$ cat src/hdl/gcfg_consts.svh
`ifndef GCFG_CONSTS_SVH
`define GCFG_CONSTS_SVH

// ==========================================================
// Geometry
`define GC_NPIN        13
`define GC_NPWR        3
`define GC_REG_W       16
`define GC_CNT_W       19
`define GC_IDX_W       8
`define GC_ADDR_W      12

// ==========================================================
// Register indices (byte address is four times the index)
`define GC_IDX_DBEN    8'h80
`define GC_IDX_PU      8'h81
`define GC_IDX_PD      8'h82
`define GC_IDX_MODE    8'h83
`define GC_IDX_GAP     8'h84
`define GC_IDX_CTRL    8'h85
`define GC_IDX_DIR     8'h86
`define GC_IDX_POL     8'h87
`define GC_IDX_DOUT    8'h88
`define GC_IDX_LVL     8'h89
`define GC_IDX_STS     8'h90
`define GC_IDX_MSK     8'h91

// ==========================================================
// Field positions
`define GC_DBT_LO      6
`define GC_DBT_HI      7

// ==========================================================
// Reset values
`define GC_RST_DBEN    13'h1fff
`define GC_RST_PU      13'h0000
`define GC_RST_PD      13'h0000
`define GC_RST_MODE    13'h0000
`define GC_RST_DIR     13'h0ffc
`define GC_RST_POL     13'h0ffc
`define GC_RST_ZERO13  13'h0000
`define GC_RST_DBT     2'h0

// ==========================================================
// Timing
`define GC_CLK_NS      10
`define GC_DB0_NS      64000
`define GC_DB1_NS      500000
`define GC_DB2_NS      1000000
`define GC_DB3_NS      4000000
`define GC_PWR_X_CYC   1000

// ==========================================================
// Bus answers
`define GC_RESP_OK     2'h0
`define GC_RESP_ERR    2'h2

`endif

$ cat src/hdl/gcfg_pkg.sv
`include "gcfg_consts.svh"

package gcfg_pkg;

  typedef struct packed {
    logic [`GC_NPIN-1:0] dout;
    logic [`GC_NPIN-1:0] oe_n;
    logic [`GC_NPIN-1:0] pu;
    logic [`GC_NPIN-1:0] pd;
  } gcfg_pad_t;

  // Gray steps idle -> take -> resp; the return resp -> idle flips both bits
  typedef enum logic [1:0] {
    ST_IDLE = 2'b00,
    ST_TAKE = 2'b01,
    ST_RESP = 2'b11
  } gcfg_bus_st_t;

endpackage

$ cat src/hdl/gcfg_top.sv
// Decided for this implementation: register access over AXI4-Lite.
`include "gcfg_consts.svh"

module gcfg_top #(
  parameter logic [`GC_CNT_W-1:0] DB0_CYC  = `GC_CNT_W'(`GC_DB0_NS / `GC_CLK_NS),
  parameter logic [`GC_CNT_W-1:0] DB1_CYC  = `GC_CNT_W'(`GC_DB1_NS / `GC_CLK_NS),
  parameter logic [`GC_CNT_W-1:0] DB2_CYC  = `GC_CNT_W'(`GC_DB2_NS / `GC_CLK_NS),
  parameter logic [`GC_CNT_W-1:0] DB3_CYC  = `GC_CNT_W'(`GC_DB3_NS / `GC_CLK_NS),
  parameter logic [`GC_CNT_W-1:0] PWRX_CYC = `GC_CNT_W'(`GC_PWR_X_CYC)
) (
  input  wire logic                  aclk,
  input  wire logic                  aresetn,
  input  wire logic [`GC_ADDR_W-1:0] s_axi_awaddr,
  input  wire logic                  s_axi_awvalid,
  output logic                       s_axi_awready,
  input  wire logic [31:0]           s_axi_wdata,
  input  wire logic [3:0]            s_axi_wstrb,
  input  wire logic                  s_axi_wvalid,
  output logic                       s_axi_wready,
  output logic [1:0]                 s_axi_bresp,
  output logic                       s_axi_bvalid,
  input  wire logic                  s_axi_bready,
  input  wire logic [`GC_ADDR_W-1:0] s_axi_araddr,
  input  wire logic                  s_axi_arvalid,
  output logic                       s_axi_arready,
  output logic [31:0]                s_axi_rdata,
  output logic [1:0]                 s_axi_rresp,
  output logic                       s_axi_rvalid,
  input  wire logic                  s_axi_rready,
  input  wire logic [`GC_NPIN-1:0]   pad_in,
  output gcfg_pkg::gcfg_pad_t        pad_r,
  input  wire logic                  power_on_request_input,
  input  wire logic                  power_off_request_input,
  input  wire logic                  wake_request_input_n,
  output logic                       power_on_request_r,
  output logic                       power_off_request_r,
  output logic                       wake_request_n_r,
  output logic                       irq_r
);
  import gcfg_pkg::*;

  localparam int N = `GC_NPIN;

  // ==========================================================
  // Helpers
  function automatic logic hit(input logic [`GC_IDX_W-1:0] idx,
                               input logic [`GC_IDX_W-1:0] want);
    hit = idx == want;
  endfunction

  function automatic logic [`GC_REG_W-1:0] merge(input logic [`GC_REG_W-1:0] old,
                                                 input logic [31:0] data,
                                                 input logic [3:0]  strb);
    merge = {strb[1] ? data[15:8] : old[15:8], strb[0] ? data[7:0] : old[7:0]};
  endfunction

  // ==========================================================
  // Registers
  logic [N-1:0] dben_r;
  logic [N-1:0] pu_r;
  logic [N-1:0] pd_r;
  logic [N-1:0] mode_r;
  logic [1:0]   dbt_r;
  logic [N-1:0] dir_r;
  logic [N-1:0] pol_r;
  logic [N-1:0] dout_r;
  logic [N-1:0] sts_r;
  logic [N-1:0] msk_r;
  logic [N-1:0] lvl_r;
  logic [N-1:0] lvl_q_r;

  gcfg_bus_st_t wst_r;
  gcfg_bus_st_t rst_r;
  logic [`GC_IDX_W-1:0] ridx_r;

  // ==========================================================
  // Register view, shared by the read path and write merging
  function automatic logic [`GC_REG_W-1:0] view(input logic [`GC_IDX_W-1:0] idx);
    view = '0;
    case (idx)
      `GC_IDX_DBEN: view = {3'b000, dben_r};
      `GC_IDX_PU:   view = {3'b000, pu_r};
      `GC_IDX_PD:   view = {3'b000, pd_r};
      `GC_IDX_MODE: view = {3'b000, mode_r};
      `GC_IDX_CTRL: view[`GC_DBT_HI:`GC_DBT_LO] = dbt_r;
      `GC_IDX_DIR:  view = {3'b000, dir_r};
      `GC_IDX_POL:  view = {3'b000, pol_r};
      `GC_IDX_DOUT: view = {3'b000, dout_r};
      `GC_IDX_LVL:  view = {3'b000, lvl_r};
      `GC_IDX_STS:  view = {3'b000, sts_r};
      `GC_IDX_MSK:  view = {3'b000, msk_r};
      default:      view = '0;
    endcase
  endfunction

  function automatic logic mapped(input logic [`GC_IDX_W-1:0] idx);
    mapped = (idx >= `GC_IDX_DBEN && idx <= `GC_IDX_LVL && idx != `GC_IDX_GAP)
           || hit(idx, `GC_IDX_STS) || hit(idx, `GC_IDX_MSK);
  endfunction

  // ==========================================================
  // Write channel: address and data taken together
  logic [`GC_IDX_W-1:0] widx;
  logic                 wr_fire;
  logic [`GC_REG_W-1:0] wval;
  logic                 wr_ok;

  assign widx    = s_axi_awaddr[`GC_IDX_W+1:2];
  assign wr_fire = (wst_r == ST_TAKE) && s_axi_awvalid && s_axi_wvalid;
  assign wval    = merge(view(widx), s_axi_wdata, s_axi_wstrb);
  assign wr_ok   = mapped(widx) && !hit(widx, `GC_IDX_LVL) && !hit(widx, `GC_IDX_STS);

  always_ff @(posedge aclk) begin
    if (!aresetn) begin
      wst_r         <= ST_IDLE;
      s_axi_awready <= 1'b0;
      s_axi_wready  <= 1'b0;
      s_axi_bvalid  <= 1'b0;
      s_axi_bresp   <= `GC_RESP_OK;
    end else begin
      case (wst_r)
        ST_IDLE: begin
          if (s_axi_awvalid && s_axi_wvalid) begin
            wst_r         <= ST_TAKE;
            s_axi_awready <= 1'b1;
            s_axi_wready  <= 1'b1;
          end
        end
        ST_TAKE: begin
          wst_r         <= ST_RESP;
          s_axi_awready <= 1'b0;
          s_axi_wready  <= 1'b0;
          s_axi_bvalid  <= 1'b1;
          s_axi_bresp   <= wr_ok ? `GC_RESP_OK : `GC_RESP_ERR;
        end
        ST_RESP: begin
          if (s_axi_bready) begin
            wst_r        <= ST_IDLE;
            s_axi_bvalid <= 1'b0;
          end
        end
        default: wst_r <= ST_IDLE;
      endcase
    end
  end

  // ==========================================================
  // Read channel
  logic rd_fire;
  logic sts_clr;

  assign rd_fire = (rst_r == ST_TAKE) && s_axi_arvalid;
  assign sts_clr = rd_fire && hit(s_axi_araddr[`GC_IDX_W+1:2], `GC_IDX_STS);

  always_ff @(posedge aclk) begin
    if (!aresetn) begin
      rst_r         <= ST_IDLE;
      s_axi_arready <= 1'b0;
      s_axi_rvalid  <= 1'b0;
      s_axi_rdata   <= '0;
      s_axi_rresp   <= `GC_RESP_OK;
      ridx_r        <= '0;
    end else begin
      case (rst_r)
        ST_IDLE: begin
          if (s_axi_arvalid) begin
            rst_r         <= ST_TAKE;
            s_axi_arready <= 1'b1;
          end
        end
        ST_TAKE: begin
          rst_r         <= ST_RESP;
          s_axi_arready <= 1'b0;
          s_axi_rvalid  <= 1'b1;
          ridx_r        <= s_axi_araddr[`GC_IDX_W+1:2];
          s_axi_rdata   <= {16'h0000, view(s_axi_araddr[`GC_IDX_W+1:2])};
          s_axi_rresp   <= mapped(s_axi_araddr[`GC_IDX_W+1:2]) ? `GC_RESP_OK
                                                               : `GC_RESP_ERR;
        end
        ST_RESP: begin
          if (s_axi_rready) begin
            rst_r        <= ST_IDLE;
            s_axi_rvalid <= 1'b0;
          end
        end
        default: rst_r <= ST_IDLE;
      endcase
    end
  end

  // ==========================================================
  // Configuration registers; reset stands in for the state machine reset
  always_ff @(posedge aclk) begin
    if (!aresetn) begin
      dben_r <= `GC_RST_DBEN;
      pu_r   <= `GC_RST_PU;
      pd_r   <= `GC_RST_PD;
      mode_r <= `GC_RST_MODE;
      dbt_r  <= `GC_RST_DBT;
      dir_r  <= `GC_RST_DIR;
      pol_r  <= `GC_RST_POL;
      dout_r <= `GC_RST_ZERO13;
      msk_r  <= `GC_RST_ZERO13;
    end else if (wr_fire) begin
      if (hit(widx, `GC_IDX_DBEN)) dben_r <= wval[N-1:0];
      if (hit(widx, `GC_IDX_PU))   pu_r   <= wval[N-1:0];
      if (hit(widx, `GC_IDX_PD))   pd_r   <= wval[N-1:0];
      if (hit(widx, `GC_IDX_MODE)) mode_r <= wval[N-1:0];
      if (hit(widx, `GC_IDX_CTRL)) dbt_r  <= wval[`GC_DBT_HI:`GC_DBT_LO];
      if (hit(widx, `GC_IDX_DIR))  dir_r  <= wval[N-1:0];
      if (hit(widx, `GC_IDX_POL))  pol_r  <= wval[N-1:0];
      if (hit(widx, `GC_IDX_DOUT)) dout_r <= wval[N-1:0];
      if (hit(widx, `GC_IDX_MSK))  msk_r  <= wval[N-1:0];
    end
  end

  // ==========================================================
  // Input synchronisers and debounce
  logic [N-1:0]             pin_s1_r;
  logic [N-1:0]             pin_s2_r;
  logic [N-1:0]             pin_db;
  logic [`GC_NPWR-1:0]      pwr_s1_r;
  logic [`GC_NPWR-1:0]      pwr_s2_r;
  logic [`GC_NPWR-1:0]      pwr_db;
  logic [`GC_NPWR-1:0]      pwr_db2;
  logic [`GC_NPWR-1:0]      pwr_act;
  logic [`GC_CNT_W-1:0]     db_limit;

  assign db_limit = (dbt_r == 2'b00) ? DB0_CYC :
                    (dbt_r == 2'b01) ? DB1_CYC :
                    (dbt_r == 2'b10) ? DB2_CYC : DB3_CYC;

  always_ff @(posedge aclk) begin
    if (!aresetn) begin
      pin_s1_r <= '0;
      pin_s2_r <= '0;
      pwr_s1_r <= '0;
      pwr_s2_r <= '0;
    end else begin
      pin_s1_r <= pad_in;
      pin_s2_r <= pin_s1_r;
      pwr_s1_r <= {wake_request_input_n, power_off_request_input, power_on_request_input};
      pwr_s2_r <= pwr_s1_r;
    end
  end

  genvar gi;
  generate
    for (gi = 0; gi < N; gi++) begin : g_pin
      gcfg_debounce u_db (
        .aclk    (aclk),
        .aresetn (aresetn),
        .din     (pin_s2_r[gi]),
        .bypass  (!dben_r[gi]),
        .limit   (db_limit),
        .dout_r  (pin_db[gi])
      );
    end
    // Power and wake requests see the common filter, then their own
    for (gi = 0; gi < `GC_NPWR; gi++) begin : g_pwr
      gcfg_debounce u_db1 (
        .aclk    (aclk),
        .aresetn (aresetn),
        .din     (pwr_act[gi]),
        .bypass  (1'b0),
        .limit   (db_limit),
        .dout_r  (pwr_db[gi])
      );
      gcfg_debounce u_db2 (
        .aclk    (aclk),
        .aresetn (aresetn),
        .din     (pwr_db[gi]),
        .bypass  (1'b0),
        .limit   (PWRX_CYC),
        .dout_r  (pwr_db2[gi])
      );
    end
  endgenerate

  // Wake is filtered active high so that reset leaves its output idle
  assign pwr_act = {~pwr_s2_r[2], pwr_s2_r[1:0]};

  always_ff @(posedge aclk) begin
    if (!aresetn) begin
      power_on_request_r  <= 1'b0;
      power_off_request_r <= 1'b0;
      wake_request_n_r    <= 1'b1;
    end else begin
      power_on_request_r  <= pwr_db2[0];
      power_off_request_r <= pwr_db2[1];
      wake_request_n_r    <= ~pwr_db2[2];
    end
  end

  // ==========================================================
  // Polarity, edge events, status and interrupt
  logic [N-1:0] lvl_nxt;
  logic [N-1:0] evt;
  logic [N-1:0] sts_nxt;

  // Polarity 0 means active low, so a low pin is a logical one
  assign lvl_nxt = pin_db ~^ pol_r;
  // Output pins raise no events
  assign evt     = dir_r & ((lvl_r & ~lvl_q_r)
                 | (mode_r & ~lvl_r & lvl_q_r));
  // A new event wins over the clear of a status read
  assign sts_nxt = (sts_clr ? '0 : sts_r) | evt;

  always_ff @(posedge aclk) begin
    if (!aresetn) begin
      lvl_r   <= '0;
      lvl_q_r <= '0;
      sts_r   <= '0;
      irq_r   <= 1'b0;
    end else begin
      lvl_r   <= lvl_nxt;
      lvl_q_r <= lvl_r;
      sts_r   <= sts_nxt;
      irq_r   <= |(sts_r & msk_r);
    end
  end

  // ==========================================================
  // Pad control; software keeps pull-up and pull-down apart
  gcfg_pad_t pad_nxt;

  assign pad_nxt.pu   = pu_r & dir_r;
  assign pad_nxt.pd   = pd_r & dir_r;
  // Open drain only ever drives low
  assign pad_nxt.dout = dout_r & ~pol_r;
  assign pad_nxt.oe_n = dir_r | (pol_r & dout_r);

  always_ff @(posedge aclk) begin
    if (!aresetn) begin
      pad_r <= '{dout: '0, oe_n: '1, pu: '0, pd: '0};
    end else begin
      pad_r <= pad_nxt;
    end
  end

  // ==========================================================
  // Checks
  property p_pu_input;
    @(posedge aclk) disable iff (!aresetn)
      1'b1 |=> (pad_r.pu & ~$past(dir_r)) == '0;
  endproperty
  a_pu_input: assert property (p_pu_input)
    else $error("Pull-up driven on an output pin");

  property p_pd_input;
    @(posedge aclk) disable iff (!aresetn)
      1'b1 |=> (pad_r.pd & ~$past(dir_r)) == '0;
  endproperty
  a_pd_input: assert property (p_pd_input)
    else $error("Pull-down driven on an output pin");

  property p_pull_reset;
    @(posedge aclk)
      !aresetn |=> ##1 (pad_r.pu == '0 && pad_r.pd == '0);
  endproperty
  a_pull_reset: assert property (p_pull_reset)
    else $error("Pulls not cleared after reset");

  property p_rise_sets;
    @(posedge aclk) disable iff (!aresetn)
      |(dir_r & lvl_r & ~lvl_q_r) |=> (sts_r & $past(dir_r & lvl_r & ~lvl_q_r)) != '0;
  endproperty
  a_rise_sets: assert property (p_rise_sets)
    else $error("Rising edge on input did not set status");

  property p_fall_mode;
    @(posedge aclk) disable iff (!aresetn)
      |(dir_r & ~mode_r & ~lvl_r & lvl_q_r & ~sts_r) |=>
        (sts_r & $past(dir_r & ~mode_r & ~lvl_r & lvl_q_r & ~sts_r & ~evt)) == '0;
  endproperty
  a_fall_mode: assert property (p_fall_mode)
    else $error("Falling edge set status in rising-only mode");

  property p_dbt_limit;
    @(posedge aclk) disable iff (!aresetn)
      dbt_r == 2'b11 |-> db_limit == DB3_CYC;
  endproperty
  a_dbt_limit: assert property (p_dbt_limit)
    else $error("Debounce period does not follow the code");

  property p_evt_single;
    @(posedge aclk) disable iff (!aresetn)
      |evt |=> (evt & ~mode_r & $past(evt & ~mode_r)) == '0;
  endproperty
  a_evt_single: assert property (p_evt_single)
    else $error("Edge event lasted more than one cycle");

  property p_cmos_drive;
    @(posedge aclk) disable iff (!aresetn)
      1'b1 |=> (pad_r.oe_n & ~$past(dir_r) & ~$past(pol_r)) == '0;
  endproperty
  a_cmos_drive: assert property (p_cmos_drive)
    else $error("CMOS output pin not driven");

  property p_od_high;
    @(posedge aclk) disable iff (!aresetn)
      1'b1 |=> (~pad_r.oe_n & pad_r.dout & $past(pol_r)) == '0;
  endproperty
  a_od_high: assert property (p_od_high)
    else $error("Open-drain pin drove high");

  property p_irq;
    @(posedge aclk) disable iff (!aresetn)
      |(sts_r & msk_r) |=> irq_r;
  endproperty
  a_irq: assert property (p_irq)
    else $error("Unmasked status without interrupt");

endmodule

$ cat src/hdl/gcfg_debounce.sv
`include "gcfg_consts.svh"

module gcfg_debounce (
  input  wire logic                 aclk,
  input  wire logic                 aresetn,
  input  wire logic                 din,
  input  wire logic                 bypass,
  input  wire logic [`GC_CNT_W-1:0] limit,
  output logic                      dout_r
);
  import gcfg_pkg::*;

  logic [`GC_CNT_W-1:0] cnt_r;
  logic [`GC_CNT_W-1:0] cnt_nxt;
  logic                 differ;
  logic                 expire;

  assign differ  = din != dout_r;
  // Unless bypassed, a new level must hold a whole period before it is accepted
  assign expire  = bypass | (cnt_r >= limit - `GC_CNT_W'(1));
  assign cnt_nxt = (!differ || expire) ? '0 : cnt_r + `GC_CNT_W'(1);

  always_ff @(posedge aclk) begin
    if (!aresetn) begin
      cnt_r  <= '0;
      dout_r <= 1'b0;
    end else begin
      cnt_r <= cnt_nxt;
      if (differ && expire) begin
        dout_r <= din;
      end
    end
  end

  property p_hold_when_same;
    @(posedge aclk) disable iff (!aresetn)
      !differ |=> $stable(dout_r);
  endproperty
  a_hold_when_same: assert property (p_hold_when_same)
    else $error("Debounced output moved without a differing input");

endmodule

$ cat config.mk
export PLATFORM = sky130hd
export DESIGN_NAME = gcfg_top
export DESIGN_NICKNAME = d
export VERILOG_FILES = /design/src/hdl/gcfg_pkg.sv /design/src/hdl/gcfg_top.sv /design/src/hdl/gcfg_debounce.sv
export VERILOG_INCLUDE_DIRS = /design/src /design/src/hdl
export SDC_FILE = /design/constraint.sdc
export NUM_CORES = 1
export LEC_CHECK = 0
export ABC_AREA = 1
export BUFFER_PORTS_ARGS = -buffer_cell sky130_fd_sc_hd__buf_2
export CAP_MARGIN = 5
export CORE_ASPECT_RATIO = 0.75
export CORE_MARGIN = 1.5
export CORE_UTILIZATION = 40
export CTS_CLUSTER_SIZE = 10
export DETAILED_ROUTE_END_ITERATION = 8
export RECOVER_POWER = 25
export SLEW_MARGIN = 5
export SYNTH_ARGS = -nofsm -noshare
export SYNTH_HDL_FRONTEND = slang
export SYNTH_SLANG_ARGS = --single-unit
$ cat constraint.sdc
create_clock -name aclk -period 5.7 [get_ports aclk]
set_clock_uncertainty 0.15 [all_clocks]
set_input_delay 1.425 -clock aclk [delete_from_list [all_inputs] [get_ports aclk]]
set_output_delay 1.425 -clock aclk [all_outputs]
set_load 0.05 [all_outputs]
After elaboration in Yosys (flattened, before gate mapping)
Index checks and enable logic that the tools add are counted.
{"block": "op_classes", "addsub": 20, "magnitude_cmp": 23, "n_eq_ne": 53, "muxes": 28, "n_bitwise": 32, "reduce_logical": 129}
{"cell": "adder 19 x 1 -> 19 bit (second input constant)", "n": 19}
{"cell": "greater-or-equal comparator 19 bit", "n": 16}
{"cell": "== test 8 bit (second input constant)", "n": 22}
{"cell": "one-hot mux 6 bit (10 select lines)", "n": 2}
{"cell": "bitwise AND 13 bit", "n": 9}
{"cell": "greater-or-equal comparator 19 x 10 -> 1 bit (second input constant)", "n": 3}
{"cell": "two-way mux 19 bit", "n": 3}
{"cell": "one-hot mux 5 bit (10 select lines)", "n": 1}
{"cell": "NOT 13 bit", "n": 3}
{"cell": "OR 13 bit", "n": 3}
{"cell": "OR reduction 2 bit", "n": 19}
{"cell": "one-hot mux 5 bit (7 select lines)", "n": 1}
{"cell": "zero test 1 bit", "n": 34}
{"cell": "logical AND 1 bit", "n": 30}
{"cell": "AND reduction 2 bit", "n": 15}
{"cell": "logical OR 1 bit", "n": 23}
{"cell": "one-hot mux 2 bit (11 select lines)", "n": 1}
{"cell": "inequality test 1 bit", "n": 19}
{"cell": "subtractor 19 x 1 -> 19 bit (second input constant)", "n": 1}
{"cell": "greater-or-equal comparator 8 bit (second input constant)", "n": 2}
{"cell": "less-or-equal comparator 8 bit (second input constant)", "n": 2}
{"cell": "inequality test 8 bit (second input constant)", "n": 2}
{"cell": "one-hot mux 2 bit (8 select lines)", "n": 1}
{"cell": "two-way mux 13 bit", "n": 1}
{"cell": "other kinds (15)", "n": 53}
{"block": "word_totals", "reg_bits": 641, "input_bits": 83, "output_inout_bits": 97}

Logic depth before layout (Yosys ltp)
Gate-level depths: netlist (run 1).
{"block": "depth", "word_depth": 9, "ltp_mapped": 15, "depth_no_buf": 14}

Modules after synthesis
Synthesis (run 1) repeated with hierarchy kept, for this count alone.
{"block": "unflattened", "hier_cells": 6763, "area_unflattened_um2": 46687.3}
{"mod": "gcfg_debounce (g_pin[0].u_db ...)", "instances": 18, "cells_each": 268, "area_each_um2": 1850.5, "seq_area_each_um2": 400.4}
{"mod": "gcfg_top", "instances": 1, "cells_each": 1666, "area_each_um2": 11549.8, "seq_area_each_um2": 5124.9}
{"mod": "gcfg_debounce (g_pin[5].u_db)", "instances": 1, "cells_each": 273, "area_each_um2": 1828.0, "seq_area_each_um2": 400.4}

Worst setup path before layout (run 1)
Ideal clock, no wire load.
{"block": "synth_path", "kind": "reg-to-reg", "startpoint": "register dbt_r[0]", "endpoint": "register g_pin[2].u_db.cnt_r[0]", "setup_time_ns": 0.119, "arrival_time_ns": 4.037, "t_required_ns": 5.431, "path_slack_ns": 1.394, "path_stages_with_launch": 14, "synth_period_minus_slack_ns": 4.306, "path_cell_list": "dfxtp_1 -> inv_1 -> ha_1 -> inv_1 -> ha_1 -> nand2_1 -> nor2_1 -> nor3b_1 -> o21ai_0 -> nand3_1 -> or2_2 -> buf_2 -> buf_2 -> nor2_1"}
{"block": "synth_between", "elab_chain_cells": 9, "word_cells_on_any_way": 11}
{"item": "start: declaration", "line_no": "gcfg_top.sv:63", "rtl": "logic [1:0] dbt_r;"}
{"item": "start signal: assignment", "line_no": "gcfg_top.sv:199", "rtl": "dbt_r <= `GC_RST_DBT;"}
{"item": "start signal: assignment", "line_no": "gcfg_top.sv:209", "rtl": "if (hit(widx, `GC_IDX_CTRL)) dbt_r <= wval[`GC_DBT_HI:`GC_DBT_LO];"}
{"item": "== test 2 bit", "line_no": "gcfg_top.sv:231", "rtl": "(dbt_r == 2'b10) ? DB2_CYC : DB3_CYC;"}
{"item": "two-way mux 19 bit", "line_no": "gcfg_top.sv:231"}
{"item": "two-way mux 19 bit", "line_no": "gcfg_top.sv:230", "rtl": "(dbt_r == 2'b01) ? DB1_CYC :"}
{"item": "two-way mux 19 bit (*)", "line_no": "gcfg_top.sv:229", "rtl": "assign db_limit = (dbt_r == 2'b00) ? DB0_CYC :"}
{"item": "subtractor 19 x 1 -> 19 bit (*)", "line_no": "gcfg_debounce.sv:20", "rtl": "assign expire = bypass | (cnt_r >= limit - `GC_CNT_W'(1));"}
{"item": "greater-or-equal comparator 19 bit (*)", "line_no": "gcfg_debounce.sv:20"}
{"item": "OR 1 bit (*)", "line_no": "gcfg_debounce.sv:20"}
{"item": "logical OR 1 bit (*)", "line_no": "gcfg_debounce.sv:21", "rtl": "assign cnt_nxt = (!differ || expire) ? '0 : cnt_r + `GC_CNT_W'(1);"}
{"item": "OR reduction 2 bit (no source line) (*)"}
{"item": "end signal: assignment", "line_no": "gcfg_debounce.sv:28", "rtl": "cnt_r <= cnt_nxt;"}
{"item": "end: declaration", "line_no": "gcfg_debounce.sv:13", "rtl": "logic [`GC_CNT_W-1:0] cnt_r;"}
Mark *: on every way between the ends. The rest lies on a longest branch, timed or not.
A chain may end at the register's enable or synchronous reset.

Worst setup path in the final report (run 1)
{"block": "layout_path", "startpoint": "input aresetn", "endpoint": "register pad_r[51] in the netlist's numbering"}
{"item": "start: declaration", "line_no": "gcfg_top.sv:12", "rtl": "input wire logic aresetn,"}
{"item": "end signal: assignment", "line_no": "gcfg_top.sv:335", "rtl": "pad_r <= '{dout: '0, oe_n: '1, pu: '0, pd: '0};"}
{"item": "end signal: assignment", "line_no": "gcfg_top.sv:337", "rtl": "pad_r <= pad_nxt;"}
{"item": "end: declaration", "line_no": "gcfg_top.sv:31", "rtl": "output gcfg_pkg::gcfg_pad_t pad_r,"}
No word-level cell between the ends.

==> flow_summary.ini, run 1 <==
[routing]
routed.top_layer = met4
wl_met3_um = 8310
dr_total_vias = 29800
dr.first_iter.drc_count = 2698
drc_errors = 0
postRouteAntennaNets = 0
viasPerCell = 5.03
dr.pass1.iters = 6
wl_met2_um = 37000
wire_per_inst_um = 16.1
routed_wl_um = 95300
wl_met1_um = 47800

[worst_setup_path]
critical_path.endpoint_type = flop
path_max_fanout = 65
critPathKind = in -> reg
critical_path_required_ns = 5.88
worstSetupStartpointType = primary input
crit_arrival_ns = 4.81

[synth]
synth_top_area_frac = 0.380
ys_seq_elements = 636
syn-cell-area_um2 = 33500
post-synth-top-count-cell = nand2_1
synth_top_cell_by_area = dfxtp_1
synth_commonest_cells = 821 x nand2_1, 704 x nor2_1, 636 x dfxtp_1
ys_seq_area_frac = 0.380
postSynthCellCount = 4589
ys_async_sr_fraction = 0
synthFlopType = dfxtp_1
avgSynthCellArea_um2 = 7.31
yosysWarnings = 0
synthDistinctLibCells = 47
synth_edf_count = 0
synth_top_cells_by_area = dfxtp_1 38%, ha_1 9.9%, nand2_1 9.2%, nor2_1 7.9%, inv_1 6.4%

[sta]
rsz0062_at_grt = false
worstMarginPinSlew_ns = 3.23
clock.fmax_mhz = 216
fin_setup_tns_ns = 0
finalCritPeriodShare = 0.813
drv_slew = 158
slew_headroom = -1.15
period_minus_slack_ns = 4.64
hold_violations = 0
setup_viol = 0

[final_layout]
drive_above_1_share = 0.0679
fill_cells = 8507
nets = 5136
antenna_cells = 0
final_area_um2 = 37600
syn2layout_area_growth_pct = 12.2

[placement]
gp_congestion = 0.971
hpwlAfterDp_um = 66700
portBuffers = 129
place_area_um2 = 35600

[pwr]
leakagePower_nw = 16.3
irDropWorstVdd_mv = 0.203
powerDensity_nw_per_um2 = 242

[clocking]
clock-sinks = 636
htree_num_levels = 3
post_cts_resized = 0
clk_path_buf_depth = 3
postCtsHoldBufs = 0
cts_tree = yes
cts_setup_buffers = 0
numCtsBuffers = 74
cts-root-buf = clkbuf_16
clk_latency_ns = 0.66
clk_pin_slew_ns = 0.06

[min_path]
hp-class = reg -> reg

[run]
cap_violations = 3

[global_route]
globalRouteOverflowTotal = 0
antenna_found_initial = 2
grt_pass1_vias = 27300
grt_pass1_wl_um = 151000
grt_max_degree = 66
grt_usage = 0.223

[floorplanning]
die_h_um = 254
initial_core_util = 0.406
core_um2 = 82700
io_pins = 180
placementRows = 91
die_w_um = 337
die-area_um2 = 85600

[outcome]
outcome = complete, but fails checks
violations = capacitance limit, slew limit
-- metrics by stage --
step | hold WS (ns) | util | instances | total power, W | setup slack, ns
4_1_cts | 0.260 | 0.456 | 5918 | 0.00920 | 1.81
3_5_place_dp | 0.249 | 0.430 | 5827 | 0.00488 | 1.54
2_1_floorplan | 0.227 | - | 4651 | 0.00479 | 1.39
6_report | 0.255 | 0.455 | 5918 | 0.00910 | 1.06
3_3_place_gp | 0.246 | 0.430 | 5827 | 0.00488 | 1.58
5_1_grt | 0.292 | 0.455 | 5918 | 0.00941 | 0.968
-- worst paths after layout --
path | startpoint | end | slack (ns) | cells after the start
worst min register to register | pin_s1_r[4] | pin_s2_r[4] | 0.26 | 2
worst max register to register | dbt_r[0] | g_pin[9].u_db.cnt_r[17] | 1.83 | 13
worst min-delay path | pin_s1_r[4] | pin_s2_r[4] | 0.26 | 2
worst max-delay path | aresetn | pad_r[51] | 1.06 | 4
-- critical path, cell delays in order --
cell      delay [ns]
buf_4           0.27
inv_6           0.38
clkbuf_1        2.31
nor3_1          0.35
-- power by group --
| part | internal (W) | total [W] | switching, W |
|---|---|---|---|
| Clock | 0.00238 | 0.00431 | 0.00193 |
| Sequential | 0.00448 | 0.00450 | 0.0000184 |
| Combinational | 0.0000595 | 0.000288 | 0.000228 |
| Total | 0.00693 | 0.00910 | 0.00217 |
-- kinds of logic (layout without fill, tap and decap cells) --
group	count (synthesis)	after routing	synth area share
AND/OR/NAND/NOR	2206	2206	0.284
AO/OA/AOI/OAI	503	503	0.0812
buffers and inverters	698	849	0.0825
other	2	64	0.000224
XOR/XNOR	278	278	0.0726
flip-flops	636	636	0.380
adder cells (fa/ha/maj)	266	266	0.0993
-- layout make-up --
class                      instances  area, µm²  area share
multi-input combinational       3317      18300       0.486
inverter                         587       2210      0.0587
tap                             1116       1400      0.0371
clock buffer                      83       1910      0.0507
timing repair buffer             171        935      0.0248
clock inverter                     8        171     0.00456
sequential                       636      12700       0.338
-- registers in the layout, summed over array words and instances (netlist names), 52 cells and up --
register	cells
g_pin.u_db.cnt_r	247
pad_r	52
g_pwr.u_db1.cnt_r	57
g_pwr.u_db2.cnt_r	57
-- cells in the final DEF (no fill, tap or decap), types with 7 or more instances in the layout --
cell,synthesis,layout
nand2_1,821,821
nor2_1,704,703
dfxtp_1,636,635
inv_1,576,573
nand3_1,348,348
ha_1,266,265
a21oi_1,250,250
xor2_1,173,173
o21ai_0,149,149
nor3_1,127,127
buf_2,41,113
xnor2_1,105,105
nand4_1,89,89
clkbuf_16,0,74
conb_1,2,64
o22ai_1,36,36
buf_4,25,36
o211ai_1,35,35
clkbuf_1,40,28
nand2_2,25,25
or2_2,15,15
inv_2,11,13
nor3b_1,13,13
nand3_2,13,13
a211oi_1,10,10
nor2_2,9,10
nor4_1,9,9
nand3b_1,7,7
-- metal layers --
metal  GRT usage  vias to the layer above
li1            -                    15200
met1       0.340                    13500
met2       0.313                      975
met3      0.0469                      159
met4      0.0551                        0
met5           0                        -
Note: power is estimated with default switching activity, not from simulation.
==> run 2, diff against run 1 <==
--- a/config.mk
+++ b/config.mk
@@ -6,7 +6,7 @@
 export SDC_FILE = /design/constraint.sdc
 export NUM_CORES = 1
 export LEC_CHECK = 0
-export ABC_AREA = 1
+export ABC_AREA = 0
 export BUFFER_PORTS_ARGS = -buffer_cell sky130_fd_sc_hd__buf_2
 export CAP_MARGIN = 5
 export CORE_ASPECT_RATIO = 0.75
==> constraint.sdc (replaced) <==
create_clock -name aclk -period 3.9 [get_ports aclk]
set_clock_uncertainty 0.15 [all_clocks]
set_input_delay 0.975 -clock aclk [delete_from_list [all_inputs] [get_ports aclk]]
set_output_delay 0.975 -clock aclk [all_outputs]
set_load 0.05 [all_outputs]
==> run 2 against run 1 <==
  * The flow still finishes with violations (capacitance limit, slew limit)
  * Global-route usage is 0.15 points lower
  * Flip-flop and latch count stayed put
  * Final cell count is 18% lower
  * Synthesized cell count is 22% lower
  * Core utilization is 0.25 points higher
  * Non-clock buffer count is 47 higher
  * Critical path type unchanged
  * Critical endpoint is now g_pin[1].u_db.cnt_r[15]
==> flow_summary.ini, run 2 <==
[sta]
rsz0062_at_grt = false
drv_slew = 28
worstMarginPinSlew_ns = 1.57
whs_ns = 0.277
clock.fmax_mhz = 282
fin_setup_tns_ns = 0
setup_viol = 0
worst_slack_ns = 0.349
slew_headroom = -0.0465
finalCritPeriodShare = 0.911
period_minus_slack_ns = 3.55
hold_violations = 0

[synth]
syn-cell-area_um2 = 31700
synth_top_cell_by_area = dfxtp_1
yosysWarnings = 0
synth_mux_area_frac = 0.0234
postSynthCellCount = 3587
synth_top_area_frac = 0.402
synth_top_cells_by_area = dfxtp_1 40%, ha_1 11%, nor2_1 6.5%, xor2_1 5.7%, nand3_1 3.5%
synth_xor_area_frac = 0.0902
avgSynthCellArea_um2 = 8.83
synth-compound-area-share = 0.120
synthAdderAreaFrac = 0.105
synth_top_family_by_area = simple AND/OR/NAND/NOR gates
ys_async_sr_fraction = 0
ys_seq_elements = 636
synth_edf_count = 0
ys_seq_area_frac = 0.402
yosys.area_share.simple = 0.226
synthDistinctLibCells = 99
post-synth-top-count-cell = dfxtp_1
synthFlopType = dfxtp_1
synth_commonest_cells = 636 x dfxtp_1, 549 x nor2_1, 290 x nand2_1

[routing]
wire_per_inst_um = 18.7
viasPerCell = 5.41
dr.first_iter.drc_count = 2666
postRouteAntennaNets = 0
routed_wl_um = 90600
drc_errors = 0
dr.pass1.iters = 6
dr_total_vias = 26300

[worst_setup_path]
path_max_fanout = 35
critical_path.endpoint_type = flop
worstSetupStartpointType = primary input
critPathKind = in -> reg
crit_arrival_ns = 3.94
r2r_slack_ns = 0.37
critical_path_required_ns = 4.29

[clocking]
clk_path_buf_depth = 3
numCtsBuffers = 74
cts-root-buf = clkbuf_16
htree_num_levels = 3
cts_setup_buffers = 0
cts_tree = yes
clk_latency_ns = 0.63
post_cts_resized = 0
clk_pin_slew_ns = 0.05
clock-sinks = 636
postCtsHoldBufs = 0

[placement]
place_ws_ns = 0.381
place_area_um2 = 33900
hpwlAfterDp_um = 65100
portBuffers = 129
gp_congestion = 0.950

[floorplanning]
die_w_um = 328
io_pins = 180
die-area_um2 = 80900
core_um2 = 78500
placementRows = 89
initial_core_util = 0.403
die_h_um = 247

[global_route]
antenna_found_initial = 9
globalRouteOverflowTotal = 0
grt_usage = 0.222
grt_pass1_vias = 24100
grt_pass1_wl_um = 140000
grt_max_degree = 108

[pwr]
leakagePower_nw = 14.2
powerDensity_nw_per_um2 = 370
irDropWorstVdd_mv = 0.325

[final_layout]
final_common_cell = dfxtp_1
largest_reg_flops = 247
mostFrequentLayoutCells = 635 x dfxtp_1, 549 x nor2_1, 290 x nand2_1
drive_above_1_share = 0.0928
final_area_um2 = 35900
syn2layout_area_growth_pct = 13.5
fin_util = 0.458
regMostFlops = g_pin.u_db.cnt_r
top_regs = g_pin.u_db.cnt_r x247, g_pwr.u_db1.cnt_r x57, g_pwr.u_db2.cnt_r x57
nets = 4140

[outcome]
outcome = complete, but fails checks
violations = capacitance limit, slew limit

[min_path]
hp-class = reg -> reg

[run]
cap_violations = 1
[run 2: cell count changes after synthesis, moves of 96 or more]
| cell | change |
|---|---|
| nor2_1 | -155 |
| inv_1 | -498 |
| nand3_1 | -127 |
| and3_1 | +96 |
| a21oi_1 | -98 |
| nand2_1 | -531 |
[run 2: logic make-up (layout without fill, tap and decap cells)]
family	after synthesis	count (layout)
and+or+nand+nor	1492	1492
buffers and inverters	231	387
xor gates and xnor gates	326	326
AOI/OAI and AO/OA	570	570
muxes	64	64
DFF	636	636
adders and majority gates	266	266
other	2	67
[run 2: path summary, 6_finish.rpt]
path	from	to	cells past startpoint
worst max register to register	dbt_r[0]	g_pin[1].u_db.cnt_r[15]	10
worst min-delay path	pin_s1_r[2]	pin_s2_r[2]	1
worst max-delay path	aresetn	g_pin[1].u_db.cnt_r[15]	5
worst min register to register	pin_s1_r[2]	pin_s2_r[2]	1
[run 2: critical path, stage by stage]
cell and delay [ns]:
clkbuf_1 1.10, inv_4 0.16, clkbuf_2 0.59, or3_1 0.84, nor2b_1 0.20
[run 2: cell type report]
| type | instances | area, µm² |
|---|---|---|
| flip-flops and latches | 636 | 12700 |
| well taps | 1046 | 1310 |
| clock inverters | 6 | 73.8 |
| diodes | 3 | 7.51 |
| clock buffers | 84 | 1940 |
| fillers | 7601 | 42600 |
| repair buffers | 218 | 1420 |
| multi-input cells | 2782 | 18100 |
| inverters | 79 | 299 |
[run 2: metrics by stage]
stage	power (W)	instances
after floorplan	0.00707	3649
after global placement	0.00723	4761
after detailed placement	0.00723	4761
after CTS	0.0134	4851
after global routing	0.0137	4851
final	0.0133	4854
[run 2: per-layer routing]
metal  part of all wire  vias up  global-route usage
met5            0.00084        -                   0
met4              0.024       12              0.0603
met3              0.089      180              0.0520
met2               0.40      920               0.317
met1               0.48    12200               0.327
li1                   -    13000                   -
[run 2: report_power, final]
group / switching (W) / leakage, nW / internal (W)
clock: 0.00269 / 0.982 / 0.00349
sequential: 0.0000302 / 5.15 / 0.00655
combinational: 0.000383 / 8.04 / 0.000135
total: 0.00310 / 14.2 / 0.0102
